$ cat config.mk
export PLATFORM = sky130hd
export DESIGN_NAME = pdc_top
export DESIGN_NICKNAME = d
export VERILOG_FILES = /design/src/rtl/pdc_pkg.sv /design/src/rtl/pdc_ratio_decode.sv /design/src/rtl/pdc_bank_divider.sv /design/src/rtl/pdc_top.sv
export SDC_FILE = /design/constraint.sdc
export NUM_CORES = 1
export LEC_CHECK = 0
export BUFFER_PORTS_ARGS = -buffer_cell sky130_fd_sc_hd__buf_2
export CORE_UTILIZATION = 54
export CTS_CLUSTER_DIAMETER = 60
export DETAILED_ROUTE_END_ITERATION = 12
export PLACE_DENSITY = 0.76
export SYNTH_ARGS = -nofsm -noshare
export SYNTH_HDL_FRONTEND = slang
export SYNTH_HIERARCHICAL = 1
export SYNTH_SLANG_ARGS = --single-unit
export TNS_END_PERCENT = 1
$ cat constraint.sdc
create_clock -name clk_sys -period 2 [get_ports clk_sys]
set_clock_uncertainty 0.1 [all_clocks]
set_input_delay 0.4 -clock clk_sys [delete_from_list [all_inputs] [get_ports clk_sys]]
set_output_delay 0.4 -clock clk_sys [all_outputs]
set_load 0.05 [all_outputs]
$ cat src/rtl/pdc_pkg.sv
/*
 * pdc_pkg: shared constants, types and helpers of the pll divider
 * configuration block.
 * assumes: one 20 MHz system clock, byte-wide register port.
 */
package pdc_pkg;

	// register offsets on the plain register port
	localparam logic [7:0] PDC_OFS_BANK_DIV = 8'h01;
	localparam logic [7:0] PDC_OFS_RATIO = 8'h04;
	localparam logic [7:0] PDC_OFS_STATUS = 8'h08;

	// values after reset
	localparam logic [7:0] PDC_RST_BANK_DIV = 8'h00;
	localparam logic [3:0] PDC_RST_RATIO = 4'h0;

	// field positions
	localparam int PDC_POS_BANK_A = 6;
	localparam int PDC_POS_BANK_B = 4;
	localparam int PDC_POS_BANK_C = 2;
	localparam int PDC_POS_BANK_D = 0;
	localparam int PDC_POS_RATIO = 0;
	localparam int PDC_POS_STAT_REJ = 0;
	localparam int PDC_POS_STAT_CODE = 4;

	// ratio codes with a defined divider pair
	localparam logic [3:0] PDC_CODE_P1_M16 = 4'h0;
	localparam logic [3:0] PDC_CODE_P1_M12 = 4'h1;
	localparam logic [3:0] PDC_CODE_P2_M12 = 4'h2;
	localparam logic [3:0] PDC_CODE_P1_M8 = 4'h3;
	localparam logic [3:0] PDC_CODE_P2_M16 = 4'h4;
	localparam logic [3:0] PDC_CODE_P2_M8 = 4'h6;
	localparam logic [3:0] PDC_CODE_P3_M12 = 4'h7;
	localparam logic [3:0] PDC_CODE_P4_M16 = 4'h8;
	localparam logic [3:0] PDC_CODE_P4_M12 = 4'hA;
	localparam logic [3:0] PDC_CODE_P4_M8 = 4'hE;
	localparam logic [3:0] PDC_CODE_P6_M12 = 4'hF;

	// divider values
	localparam logic [2:0] PDC_P1 = 3'h1;
	localparam logic [2:0] PDC_P2 = 3'h2;
	localparam logic [2:0] PDC_P3 = 3'h3;
	localparam logic [2:0] PDC_P4 = 3'h4;
	localparam logic [2:0] PDC_P6 = 3'h6;
	localparam logic [4:0] PDC_M8 = 5'h08;
	localparam logic [4:0] PDC_M12 = 5'h0C;
	localparam logic [4:0] PDC_M16 = 5'h10;

	// half of the bank divider, in vco edges per output level
	localparam logic [3:0] PDC_HALF_N2 = 4'h1;
	localparam logic [3:0] PDC_HALF_N4 = 4'h2;
	localparam logic [3:0] PDC_HALF_N8 = 4'h4;
	localparam logic [3:0] PDC_HALF_N16 = 4'h8;

	// decoded divider pair
	typedef struct packed {
		logic ok;
		logic [2:0] p;
		logic [4:0] m;
	} pdc_ratio_t;

	// one bank divider field
	typedef logic [1:0] pdc_nsel_t;

	// state of one bank divider
	typedef struct packed {
		logic [3:0] cnt;
		logic [3:0] half;
		logic clk;
	} pdc_bank_state_t;

	// state of the top module
	typedef struct packed {
		logic [7:0] bank_reg;
		logic [3:0] ratio_reg;
		logic apply_pend;
		logic [7:0] act_bank;
		logic [3:0] act_code;
		logic [2:0] p_val;
		logic [4:0] m_val;
		logic rejected;
		logic [7:0] rdata;
		logic [2:0] ref_sync;
		logic [2:0] vco_sync;
		logic [2:0] p_cnt;
		logic [4:0] m_cnt;
		logic ref_pulse;
		logic fb_pulse;
	} pdc_top_state_t;

	// bank field to half divider
	function automatic logic [3:0] pdc_n_half(input pdc_nsel_t sel);
		logic [3:0] h;
		h = PDC_HALF_N2;
		unique case (sel)
			2'h0: h = PDC_HALF_N2;
			2'h1: h = PDC_HALF_N4;
			2'h2: h = PDC_HALF_N8;
			2'h3: h = PDC_HALF_N16;
		endcase
		return h;
	endfunction

endpackage

$ cat src/rtl/pdc_ratio_decode.sv
/*
 * pdc_ratio_decode: turns the 4-bit pll ratio code into the input
 * divider P and feedback divider M.
 * assumes: pure logic, caller registers the result.
 */
module pdc_ratio_decode import pdc_pkg::*; (
	input wire logic [3:0] pll_ratio_code,
	output pdc_ratio_t ratio
);

	// one divider pair per defined code, reserved codes flag not ok
	always_comb begin
		ratio = '{ok: 1'b1, p: PDC_P1, m: PDC_M16};
		case (pll_ratio_code)
			PDC_CODE_P1_M16: ratio = '{ok: 1'b1, p: PDC_P1, m: PDC_M16};
			PDC_CODE_P1_M12: ratio = '{ok: 1'b1, p: PDC_P1, m: PDC_M12};
			PDC_CODE_P2_M12: ratio = '{ok: 1'b1, p: PDC_P2, m: PDC_M12};
			PDC_CODE_P1_M8: ratio = '{ok: 1'b1, p: PDC_P1, m: PDC_M8};
			PDC_CODE_P2_M16: ratio = '{ok: 1'b1, p: PDC_P2, m: PDC_M16};
			PDC_CODE_P2_M8: ratio = '{ok: 1'b1, p: PDC_P2, m: PDC_M8};
			PDC_CODE_P3_M12: ratio = '{ok: 1'b1, p: PDC_P3, m: PDC_M12};
			PDC_CODE_P4_M16: ratio = '{ok: 1'b1, p: PDC_P4, m: PDC_M16};
			PDC_CODE_P4_M12: ratio = '{ok: 1'b1, p: PDC_P4, m: PDC_M12};
			PDC_CODE_P4_M8: ratio = '{ok: 1'b1, p: PDC_P4, m: PDC_M8};
			PDC_CODE_P6_M12: ratio = '{ok: 1'b1, p: PDC_P6, m: PDC_M12};
			// reserved code: no pair, caller keeps the old one
			default: ratio = '{ok: 1'b0, p: PDC_P1, m: PDC_M16};
		endcase
	end

endmodule

$ cat src/rtl/pdc_bank_divider.sv
/*
 * pdc_bank_divider: divides the vco edge stream by the bank's N.
 * assumes: vco_edge is a one-cycle pulse on clk_sys per vco edge.
 */
module pdc_bank_divider import pdc_pkg::*; (
	input wire logic clk_sys,
	input wire logic reset_n,
	input wire logic vco_edge,
	input wire pdc_nsel_t sel,
	output logic bank_clk_ff
);

	pdc_bank_state_t st_ff; // registered state
	pdc_bank_state_t nxt_st; // next state

	// toggle every N/2 vco edges; new N taken only at a toggle
	always_comb begin
		nxt_st = st_ff;
		if (!reset_n) begin
			nxt_st = '{cnt: 4'h0, half: PDC_HALF_N2, clk: 1'b0};
		end else if (vco_edge) begin
			if (st_ff.cnt == st_ff.half - 4'h1) begin
				// level boundary: flip and take the latest N
				nxt_st.clk = ~st_ff.clk;
				nxt_st.cnt = 4'h0;
				nxt_st.half = pdc_n_half(sel);
			end else begin
				nxt_st.cnt = st_ff.cnt + 4'h1;
			end
		end
	end

	// register the state
	always_ff @(posedge clk_sys) begin
		st_ff <= nxt_st;
	end

	assign bank_clk_ff = st_ff.clk;

endmodule

$ cat src/rtl/pdc_top.sv
/*
 * pdc_top: register file and divider logic of the pll divider
 * configuration. Holds the bank divider register and the pll ratio
 * register, applies the bank register and, for a defined code, the ratio register one cycle after the write, and
 * drives the P-divided reference pulse, the M-divided feedback pulse
 * and four bank clocks divided by N from the vco.
 * assumes: ref_clk_pin and vco_clk_pin are asynchronous pins slower
 * than half of clk_sys; register strobes are one cycle and never
 * both at once.
 */

// What this block does
// - output frequency is reference/P times M over N
// - P from ratio code bits 3:0
// - M chosen jointly with P by code
// - bank A divider from bits 7:6
// - bank B divider from bits 5:4
// - bank C divider from bits 3:2
// - bank D divider from bits 1:0
// - each bank divides independently by 2..16
// - bank clock is vco over bank N
// - code 0 P1 M16, code 1 P1 M12
// - code 2 P2 M12, code 3 P1 M8
// - code 4 P2 M16, code 6 P2 M8
// - code 7 P3 M12, code 8 P4 M16
// - code 10 P4 M12, code 14 P4 M8
// - code 15 P6 M12
// - field 00/01/10/11 divides by 2/4/8/16
module pdc_top import pdc_pkg::*; (
	input wire logic clk_sys,
	input wire logic reset_n,
	input wire logic [7:0] reg_addr,
	input wire logic [7:0] reg_wdata,
	input wire logic reg_wr,
	input wire logic reg_rd,
	output logic [7:0] reg_rdata_ff,
	input wire logic ref_clk_pin,
	input wire logic vco_clk_pin,
	output logic ref_div_pulse_ff,
	output logic fb_div_pulse_ff,
	output logic [2:0] p_value_ff,
	output logic [4:0] m_value_ff,
	output logic [3:0] bank_clk_ff
);

	pdc_top_state_t st_ff; // registered state
	pdc_top_state_t nxt_st; // next state

	pdc_ratio_t ratio_dec; // decode of the written ratio code
	logic ref_edge; // one-cycle pulse per reference rising edge
	logic vco_edge; // one-cycle pulse per vco rising edge
	logic wr_bank; // write hits the bank divider register
	logic wr_ratio; // write hits the pll ratio register
	logic [7:0] rd_word; // word selected for a read

	// pin edges, seen only behind the second synchroniser stage
	assign ref_edge = st_ff.ref_sync[1] & ~st_ff.ref_sync[2];
	assign vco_edge = st_ff.vco_sync[1] & ~st_ff.vco_sync[2];

	// write decode
	assign wr_bank = reg_wr && (reg_addr == PDC_OFS_BANK_DIV);
	assign wr_ratio = reg_wr && (reg_addr == PDC_OFS_RATIO);

	// decoder of the software-visible ratio code
	pdc_ratio_decode u_ratio_decode (
		.pll_ratio_code(st_ff.ratio_reg),
		.ratio(ratio_dec)
	);

	// read multiplexer; unmapped offsets read zero
	always_comb begin
		rd_word = 8'h00;
		unique case (reg_addr)
			PDC_OFS_BANK_DIV: begin
				// bank fields as written
				rd_word = st_ff.bank_reg;
			end
			PDC_OFS_RATIO: begin
				// ratio code in the low bits, upper bits zero
				rd_word[PDC_POS_RATIO +: 4] = st_ff.ratio_reg;
			end
			PDC_OFS_STATUS: begin
				// applied code and the rejected flag
				rd_word[PDC_POS_STAT_CODE +: 4] = st_ff.act_code;
				rd_word[PDC_POS_STAT_REJ] = st_ff.rejected;
			end
			default: begin
				// nothing mapped here
				rd_word = 8'h00;
			end
		endcase
	end

	// next state of the whole block
	always_comb begin
		nxt_st = st_ff;
		if (!reset_n) begin
			// defined state after reset
			nxt_st.bank_reg = PDC_RST_BANK_DIV;
			nxt_st.ratio_reg = PDC_RST_RATIO;
			nxt_st.apply_pend = 1'b0;
			nxt_st.act_bank = PDC_RST_BANK_DIV;
			nxt_st.act_code = PDC_RST_RATIO;
			nxt_st.p_val = PDC_P1;
			nxt_st.m_val = PDC_M16;
			nxt_st.rejected = 1'b0;
			nxt_st.rdata = 8'h00;
			nxt_st.ref_sync = 3'h0;
			nxt_st.vco_sync = 3'h0;
			nxt_st.p_cnt = 3'h0;
			nxt_st.m_cnt = 5'h00;
			nxt_st.ref_pulse = 1'b0;
			nxt_st.fb_pulse = 1'b0;
		end else begin
			// synchronisers: stage 0 feeds stage 1 only
			nxt_st.ref_sync = {st_ff.ref_sync[1:0], ref_clk_pin};
			nxt_st.vco_sync = {st_ff.vco_sync[1:0], vco_clk_pin};

			// read data stand for one cycle only
			nxt_st.rdata = reg_rd ? rd_word : 8'h00;

			// software-visible registers take the write at once
			if (wr_bank) begin
				nxt_st.bank_reg = reg_wdata;
			end
			if (wr_ratio) begin
				nxt_st.ratio_reg = reg_wdata[PDC_POS_RATIO +: 4];
			end

			// mark a completed write for transfer next cycle
			nxt_st.apply_pend = wr_bank || wr_ratio;

			// transfer the bank register, and the ratio register if its code is defined
			if (st_ff.apply_pend) begin
				nxt_st.act_bank = st_ff.bank_reg;
				if (ratio_dec.ok) begin
					// defined code: new P and M together
					nxt_st.act_code = st_ff.ratio_reg;
					nxt_st.p_val = ratio_dec.p;
					nxt_st.m_val = ratio_dec.m;
					nxt_st.rejected = 1'b0;
				end else begin
					// reserved code: keep running on the old pair
					nxt_st.rejected = 1'b1;
				end
			end

			// input divider: one pulse every P reference edges
			nxt_st.ref_pulse = 1'b0;
			if (ref_edge) begin
				if (st_ff.p_cnt >= st_ff.p_val - 3'h1) begin
					nxt_st.p_cnt = 3'h0;
					nxt_st.ref_pulse = 1'b1;
				end else begin
					nxt_st.p_cnt = st_ff.p_cnt + 3'h1;
				end
			end

			// feedback divider: one pulse every M vco edges
			nxt_st.fb_pulse = 1'b0;
			if (vco_edge) begin
				if (st_ff.m_cnt >= st_ff.m_val - 5'h01) begin
					nxt_st.m_cnt = 5'h00;
					nxt_st.fb_pulse = 1'b1;
				end else begin
					nxt_st.m_cnt = st_ff.m_cnt + 5'h01;
				end
			end
		end
	end

	// register the state
	always_ff @(posedge clk_sys) begin
		st_ff <= nxt_st;
	end

	// bank dividers, index 3 is bank A down to index 0 bank D
	pdc_bank_divider u_bank_a (
		.clk_sys(clk_sys),
		.reset_n(reset_n),
		.vco_edge(vco_edge),
		.sel(st_ff.act_bank[PDC_POS_BANK_A +: 2]),
		.bank_clk_ff(bank_clk_ff[3])
	);

	pdc_bank_divider u_bank_b (
		.clk_sys(clk_sys),
		.reset_n(reset_n),
		.vco_edge(vco_edge),
		.sel(st_ff.act_bank[PDC_POS_BANK_B +: 2]),
		.bank_clk_ff(bank_clk_ff[2])
	);

	pdc_bank_divider u_bank_c (
		.clk_sys(clk_sys),
		.reset_n(reset_n),
		.vco_edge(vco_edge),
		.sel(st_ff.act_bank[PDC_POS_BANK_C +: 2]),
		.bank_clk_ff(bank_clk_ff[1])
	);

	pdc_bank_divider u_bank_d (
		.clk_sys(clk_sys),
		.reset_n(reset_n),
		.vco_edge(vco_edge),
		.sel(st_ff.act_bank[PDC_POS_BANK_D +: 2]),
		.bank_clk_ff(bank_clk_ff[0])
	);

	// outputs straight from state flip-flops
	assign reg_rdata_ff = st_ff.rdata;
	assign ref_div_pulse_ff = st_ff.ref_pulse;
	assign fb_div_pulse_ff = st_ff.fb_pulse;
	assign p_value_ff = st_ff.p_val;
	assign m_value_ff = st_ff.m_val;

endmodule

==> results of run 1 <==
## worst paths after layout
| path | depth (start not counted) | end | startpoint |
|---|---|---|---|
| max reg2reg | 9 | st_ff[3]$_SDFFE_PN0P_ | m_value_ff[0]$_SDFFE_PN0P_ |
| max | 9 | st_ff[3]$_SDFFE_PN0P_ | m_value_ff[0]$_SDFFE_PN0P_ |
| min reg2reg | 1 | st_ff[11]$_SDFF_PN0_ | st_ff[10]$_SDFF_PN0_ |
| min | 2 | st_ff[13]$_SDFF_PN0_ | ref_clk_pin |
## per-stage QoR
stage / setup TNS (ns) / hold slack, ns / setup WS (ns)
final: 0 / 0.160 / 0.103
after global routing: -0.0418 / 0.149 / -0.0126
after CTS: 0 / 0.135 / 0.00484
after detailed placement: -0.454 / 0.325 / -0.102
after global placement: 0 / 0.317 / 0.0581
after floorplan: 0 / 0.312 / 0.113
## registers in the layout (all words and copies together) (netlist names)
register / count
u_bank_a/st_ff: 8
p_value_ff: 3
u_bank_d/st_ff: 8
m_value_ff: 5
fb_div_pulse_ff: 1
ref_div_pulse_ff: 1
u_bank_c/st_ff: 8
u_bank_b/bank_clk_ff: 1
u_bank_d/bank_clk_ff: 1
u_bank_c/bank_clk_ff: 1
st_ff: 40
u_bank_b/st_ff: 8
reg_rdata_ff: 8
u_bank_a/bank_clk_ff: 1
## routing by layer
metal	up-vias	GRT usage [%]
li1	1850	-
met5	-	0
met2	71	36.1
met1	1740	27.7
met4	0	8.33
met3	15	4.30
## synth_stat cells (all sizes together) (2+ instances only)
cell type	count	area, sq um
nor3	10	115
nor2b	14	87.6
or2	4	25.0
inv	20	75.1
mux2i	26	260
nor4bb	4	65.1
clkbuf	12	45.0
o41a	4	45.0
o21ai	31	155
nand3	40	220
ha	26	325
xnor3	4	90.1
xnor2	19	166
dfxtp	94	1880
nand2b	7	43.8
o21a	2	15.0
a21oi	11	55.1
a22oi	7	52.6
nand3b	12	90.1
nand2	66	248
o211ai	2	20.0
and3	2	13.8
buf	24	189
and2	12	75.1
xor2	9	78.8
nand4	8	65.1
nor2	26	97.6
a21boi	16	120
## timing repair
action,in CTS,in global routing
pin swaps,2,8
gates resized for setup,3,14
setup buffers,1,3
setup endpoints to repair,5,9
## where the power goes
group / switching, mW / internal [mW]
Combinational: 0.172 / 0.109
Sequential: 0.0177 / 1.89
Clock: 0.699 / 0.632
## layout make-up
type	instances	area, sq um	area share, %
inverter	21	78.8	1.47
multi-input combinational	372	2670	49.8
tap	108	135	2.52
clock buffer	10	138	2.57
sequential	94	1890	35.2
clock inverter	6	75.1	1.40
timing repair buffer	63	378	7.05
## kinds of logic (layout without fill, tap and decap cells)
group | Yosys count | in the layout | synth area share (%)
simple gates | 209 | 209 | 24.8
compound gates | 77 | 77 | 10.3
flops | 94 | 94 | 39.1
other cells | 1 | 2 | 0.0780
mux | 26 | 26 | 5.41
buf+inv | 57 | 100 | 6.50
fa+ha+maj | 26 | 26 | 6.76
xor+xnor | 32 | 32 | 6.97
==> run metrics, run 1 <==
status finished clean; Final Critical Period ~1.9 ns; RSZ-0062 raised after global routing yes; DIE AREA between 9000 and 10,000 sq um; CTS tree yes; met2 wire length 4.65 mm; most frequent cells in the layout dfxtp_1, nand2_1, buf_2; Total Wirelength 9.42 mm; # rows 34; Die Height 96.4 microns; register area share after synthesis 39.1%; Final Core Density 61.8%; Placed Area 5060 sq um; Starting Density 55.4%; Synth Cell Area about 4800 sq um; VDD IR-drop max 0.000317 V; Final Cycle Share 94.8%; 1st-pass router iterations 4; Antenna Cells 0; CP max FO 5; Total GRT Usage between 20% and 30%; Final Wtd Congestion slightly below 0.8; max incr delay on CP 0.35 ns; I/O Pins 44; met1 WL ~4.3 mm; Slew Viols, Final 0; Synth Register Bits 94; Synth Flop Type dfxtp_1; CP required 2.19 ns; post-DP HPWL 6.76 mm; wire length per cell 14.0 microns; post-DR vias/cell ~5.5; cell chain of the critical path inv_2 > ha_4 > nand2_2 > xor2_1 > ha_1 > a21oi_2 > o21ai_2 > a41oi_2 > nor2b_1; total power 3.52 mW; final-layout fill cell count 771; final net count roughly 610; remaining routing DRC violations 0; cts bufs inserted 9; Buffers & Inverters on Critical Path 1; commonest non-fill, non-tap cell in the layout dfxtp_1; Max Fclk approximately 0.53 GHz; CORE AREA roughly 8700 sq um; I/O Buffers 43; Hold Buf Count CTS 0; slowest CP cell dfxtp_2; Post-synth EDFFs 0; Power Density 657 nW/um^2; Setup-failing EPs final 0; P_leak roughly 2.1 nW; H-tree depth 3; Placed Instances between 600 and 700; Syn Area/Cell 9.21 sq um; HP Class input port to register; Final ANT Viol Nets 0; largest net degree at the start of global routing 67; layout cells sized above 1 20.7%; gr ovfl total 0; Max clock buf depth 2; Max Used Layer met4; design area ~5400 sq um; Clk Latency, worst-skew pair roughly 0.36 ns; reg2reg setup slack 0.10 ns; initial antenna violation count 0; worst setup path class register to register; Async SR Flop Fraction 0%; non-filler instance count after layout around 670; CP Launch Type register; clk root buf clkbuf_8; critical path's top delay family compound AO/OA/AOI/OAI gates; Max Cap Viol 0; vias in the first global route 3,470; Ys Warns 6; Final Hold Vio Count 0; post-synthesis cell type count 49; met3 WL post-DR 313 microns; Critical Path End Type register; clock transition at the registers of the reported paths roughly 0.090 ns; initial DRC count 105; global-route wire length before repair 15.7 mm; CP arrival 2.09 ns; Die Wd 96.4 microns; Post-Syn Instances 522; clock sinks 94; Vias 3,676; Area Overhead vs Synth 11.4%
Note: power is estimated with default switching activity, not from simulation.
==> run 2: changes to the inputs <==
--- a/config.mk
+++ b/config.mk
@@ -6,12 +6,12 @@
 export NUM_CORES = 1
 export LEC_CHECK = 0
 export BUFFER_PORTS_ARGS = -buffer_cell sky130_fd_sc_hd__buf_2
-export CORE_UTILIZATION = 54
+export CAP_MARGIN = 15
+export CORE_UTILIZATION = 53
 export CTS_CLUSTER_DIAMETER = 60
 export DETAILED_ROUTE_END_ITERATION = 12
-export PLACE_DENSITY = 0.76
+export PLACE_DENSITY = 0.75
 export SYNTH_ARGS = -nofsm -noshare
 export SYNTH_HDL_FRONTEND = slang
-export SYNTH_HIERARCHICAL = 1
 export SYNTH_SLANG_ARGS = --single-unit
 export TNS_END_PERCENT = 1
==> run 2 against run 1 <==
Synthesized cell count fell by 3.6%. Final area fell by 3.7%. First-iteration DRC count fell by 1.9%. Sequential share of layout area rose by 3.2 points. Via count fell by 9.7%. Register-to-register slack improved by 0.02 ns. Total power rose by 1.1%. Critical endpoint is now u_bank_a.st_ff[8]$_SDFFE_PN0P_.
==> run metrics, run 2 <==
total power 3.56 mW; Clk Latency, worst-skew pair 0.35 ns; status finished clean; remaining routing DRC violations 0; Hold Buf Count CTS 0; Final Critical Period between 1.5 and 2 ns; Final Hold Vio Count 0; CP max FO 8; Synth area leaders dfxtp_1, ha_1, mux2i_1, xnor2_1, nand2_1; Die Height between 90 and 100 microns; cts bufs inserted 9; Max Cap Viol 0; I/O Buffers between 40 and 50; Setup-failing EPs final 0; commonest non-fill, non-tap cell in the layout dfxtp_1; Final Wtd Congestion 0.893; I/O Pins 44; Antenna Cells 0; 1st-pass router iterations 4; clk root buf clkbuf_8; cell chain of the critical path inv_1 > ha_1 > xnor2_2 > xnor2_1 > nor3_4 > nand2b_1 > nor2_1; clock sinks 99; Total GRT Usage between 10% and 20%; vias in the first global route 3,145; global-route wire length before repair 14.3 mm; final-layout fill cell count 709; initial DRC count 103; register area share after synthesis 42.4%; Final Core Density 61.6%; Synth Flop Type dfxtp_1; # rows 33; Final ANT Viol Nets 0; Critical Path End Type register; Post-synth EDFFs 0; Fin Hold WS between 0.15 and 0.2 ns; RSZ-0062 raised after global routing no; max incr delay on CP 0.39 ns; post-DP HPWL 6.27 mm; clock transition at the registers of the reported paths 0.09 ns; CP Launch Type register; leading area contributor after synthesis dfxtp_1; CP required between 2 and 2.5 ns; H-tree depth 3; Ys Warns 0; Slew Viols, Final 0; Synth Register Bits 99; post-DR vias/cell 5.13; HP Class input port to register; Vias between 3,000 and 4,000; largest net degree at the start of global routing 32; Async SR Flop Fraction 0%; VDD IR-drop max 0.000487 V; P_leak 2.08 nW; final net count 579; CORE AREA between 8000 and 9000 sq um; most frequent cells in the layout dfxtp_1, nand2_1, buf_2; Buffers & Inverters on Critical Path 1; Synth Cell Area around 4700 sq um; Syn Area/Cell roughly 9.3 sq um; Total Wirelength 8.40 mm; Power Density 689 nW/um^2; max reg flops 40; count leader, synth dfxtp_1; slowest CP cell nor3_4; post-synthesis cell type count 46; share of the synthesized area in the top cell type 42.4%; Die Wd 96.0 microns; CTS tree yes; worst setup path class register to register; DIE AREA 9210 sq um; Area Overhead vs Synth 10.4%; wire length per cell 13.0 microns; critical path's top delay family simple AND/OR/NAND/NOR gates; Max clock buf depth 2; Post-Syn Instances 503; Final Cycle Share ~94%; initial antenna violation count 0; layout cells sized above 1 17.0%; CP arrival a little over 2 ns; Starting Density 55.8%; Max Fclk 0.532 GHz; Largest Register st_ff; gr ovfl total 0; Post-synth top cells dfxtp_1, nand2_1, nor2_1
## run 2: cell count changes in the layout (fill, tap and decap cells not counted), sizes merged, moves of 5 or more
cell / previous run / this run
nand3: 40 / 15
nand3b: 12 / 2
nor2: 26 / 40
xor2: 9 / 23
nor2b: 14 / 25
o21ai: 31 / 3
nand2b: 7 / 12
and2: 12 / 19
xnor2: 19 / 27
dfxtp: 94 / 99
nand2: 66 / 57
ha: 26 / 20
inv: 23 / 17
## run 2: final cells by class
cell class / instances / area [sq um] / area share, %
clock buffers: 12 / 145 / 2.81
clock inverters: 4 / 50.0 / 0.969
inverters: 18 / 67.6 / 1.31
multi-input cells: 350 / 2430 / 47.1
flip-flops and latches: 99 / 1980 / 38.4
well taps: 105 / 131 / 2.54
repair buffers: 59 / 353 / 6.83
## run 2: metrics by stage
step,std cells,area (sq um),setup TNS [ns],setup slack (ns)
after global routing,647,5160,0,0.00572
after detailed placement,631,4940,-0.202,-0.110
after CTS,647,5140,0,0.0681
final,647,5160,0,0.119
after global placement,631,4940,0,0.0249
after floorplan,504,4680,0,0.0354
## run 2: where the power goes
part | leakage, nW | switching [mW] | internal [mW]
clock | 0.0926 | 0.654 | 0.612
combinational | 1.19 | 0.160 | 0.116
sequential | 0.800 | 0.0222 | 2.00
total | 2.08 | 0.836 | 2.72
## run 2: cells by family after synthesis
logic type,after synthesis,synth area share (%)
and+or+nand+nor,194,21.7
DFF,99,42.4
AOI/OAI and AO/OA,56,8.59
buffers and inverters,55,6.26
xor gates and xnor gates,50,9.36
muxes,28,6.34
adders and majority gates,20,5.35
other,1,0.0802
## run 2: worst paths after layout
check / from / end / slack [ns] / cells past startpoint
max: u_bank_a.st_ff[1]$_SDFFE_PN1P_ / u_bank_a.st_ff[8]$_SDFFE_PN0P_ / 0.12 / 7
min: ref_clk_pin / st_ff[13]$_SDFF_PN0_ / 0.15 / 2
max reg2reg: u_bank_a.st_ff[1]$_SDFFE_PN1P_ / u_bank_a.st_ff[8]$_SDFFE_PN0P_ / 0.12 / 7
min reg2reg: st_ff[13]$_SDFF_PN0_ / st_ff[14]$_SDFF_PN0_ / 0.34 / 1
## run 2: per-layer routing
metal | track usage (%) | part of all wire [%] | vias up
met4 | 6.47 | 1.2 | 0
met2 | 31.9 | 46 | 53
met5 | 0 | 0 | -
li1 | - | - | 1719
met3 | 5.06 | 3.5 | 9
met1 | 26.4 | 49 | 1539
## run 2: what timing repair did
item,in CTS,in global routing
endpoints found under the setup margin,0,23
gates resized for setup,0,4
buffers inserted,0,0
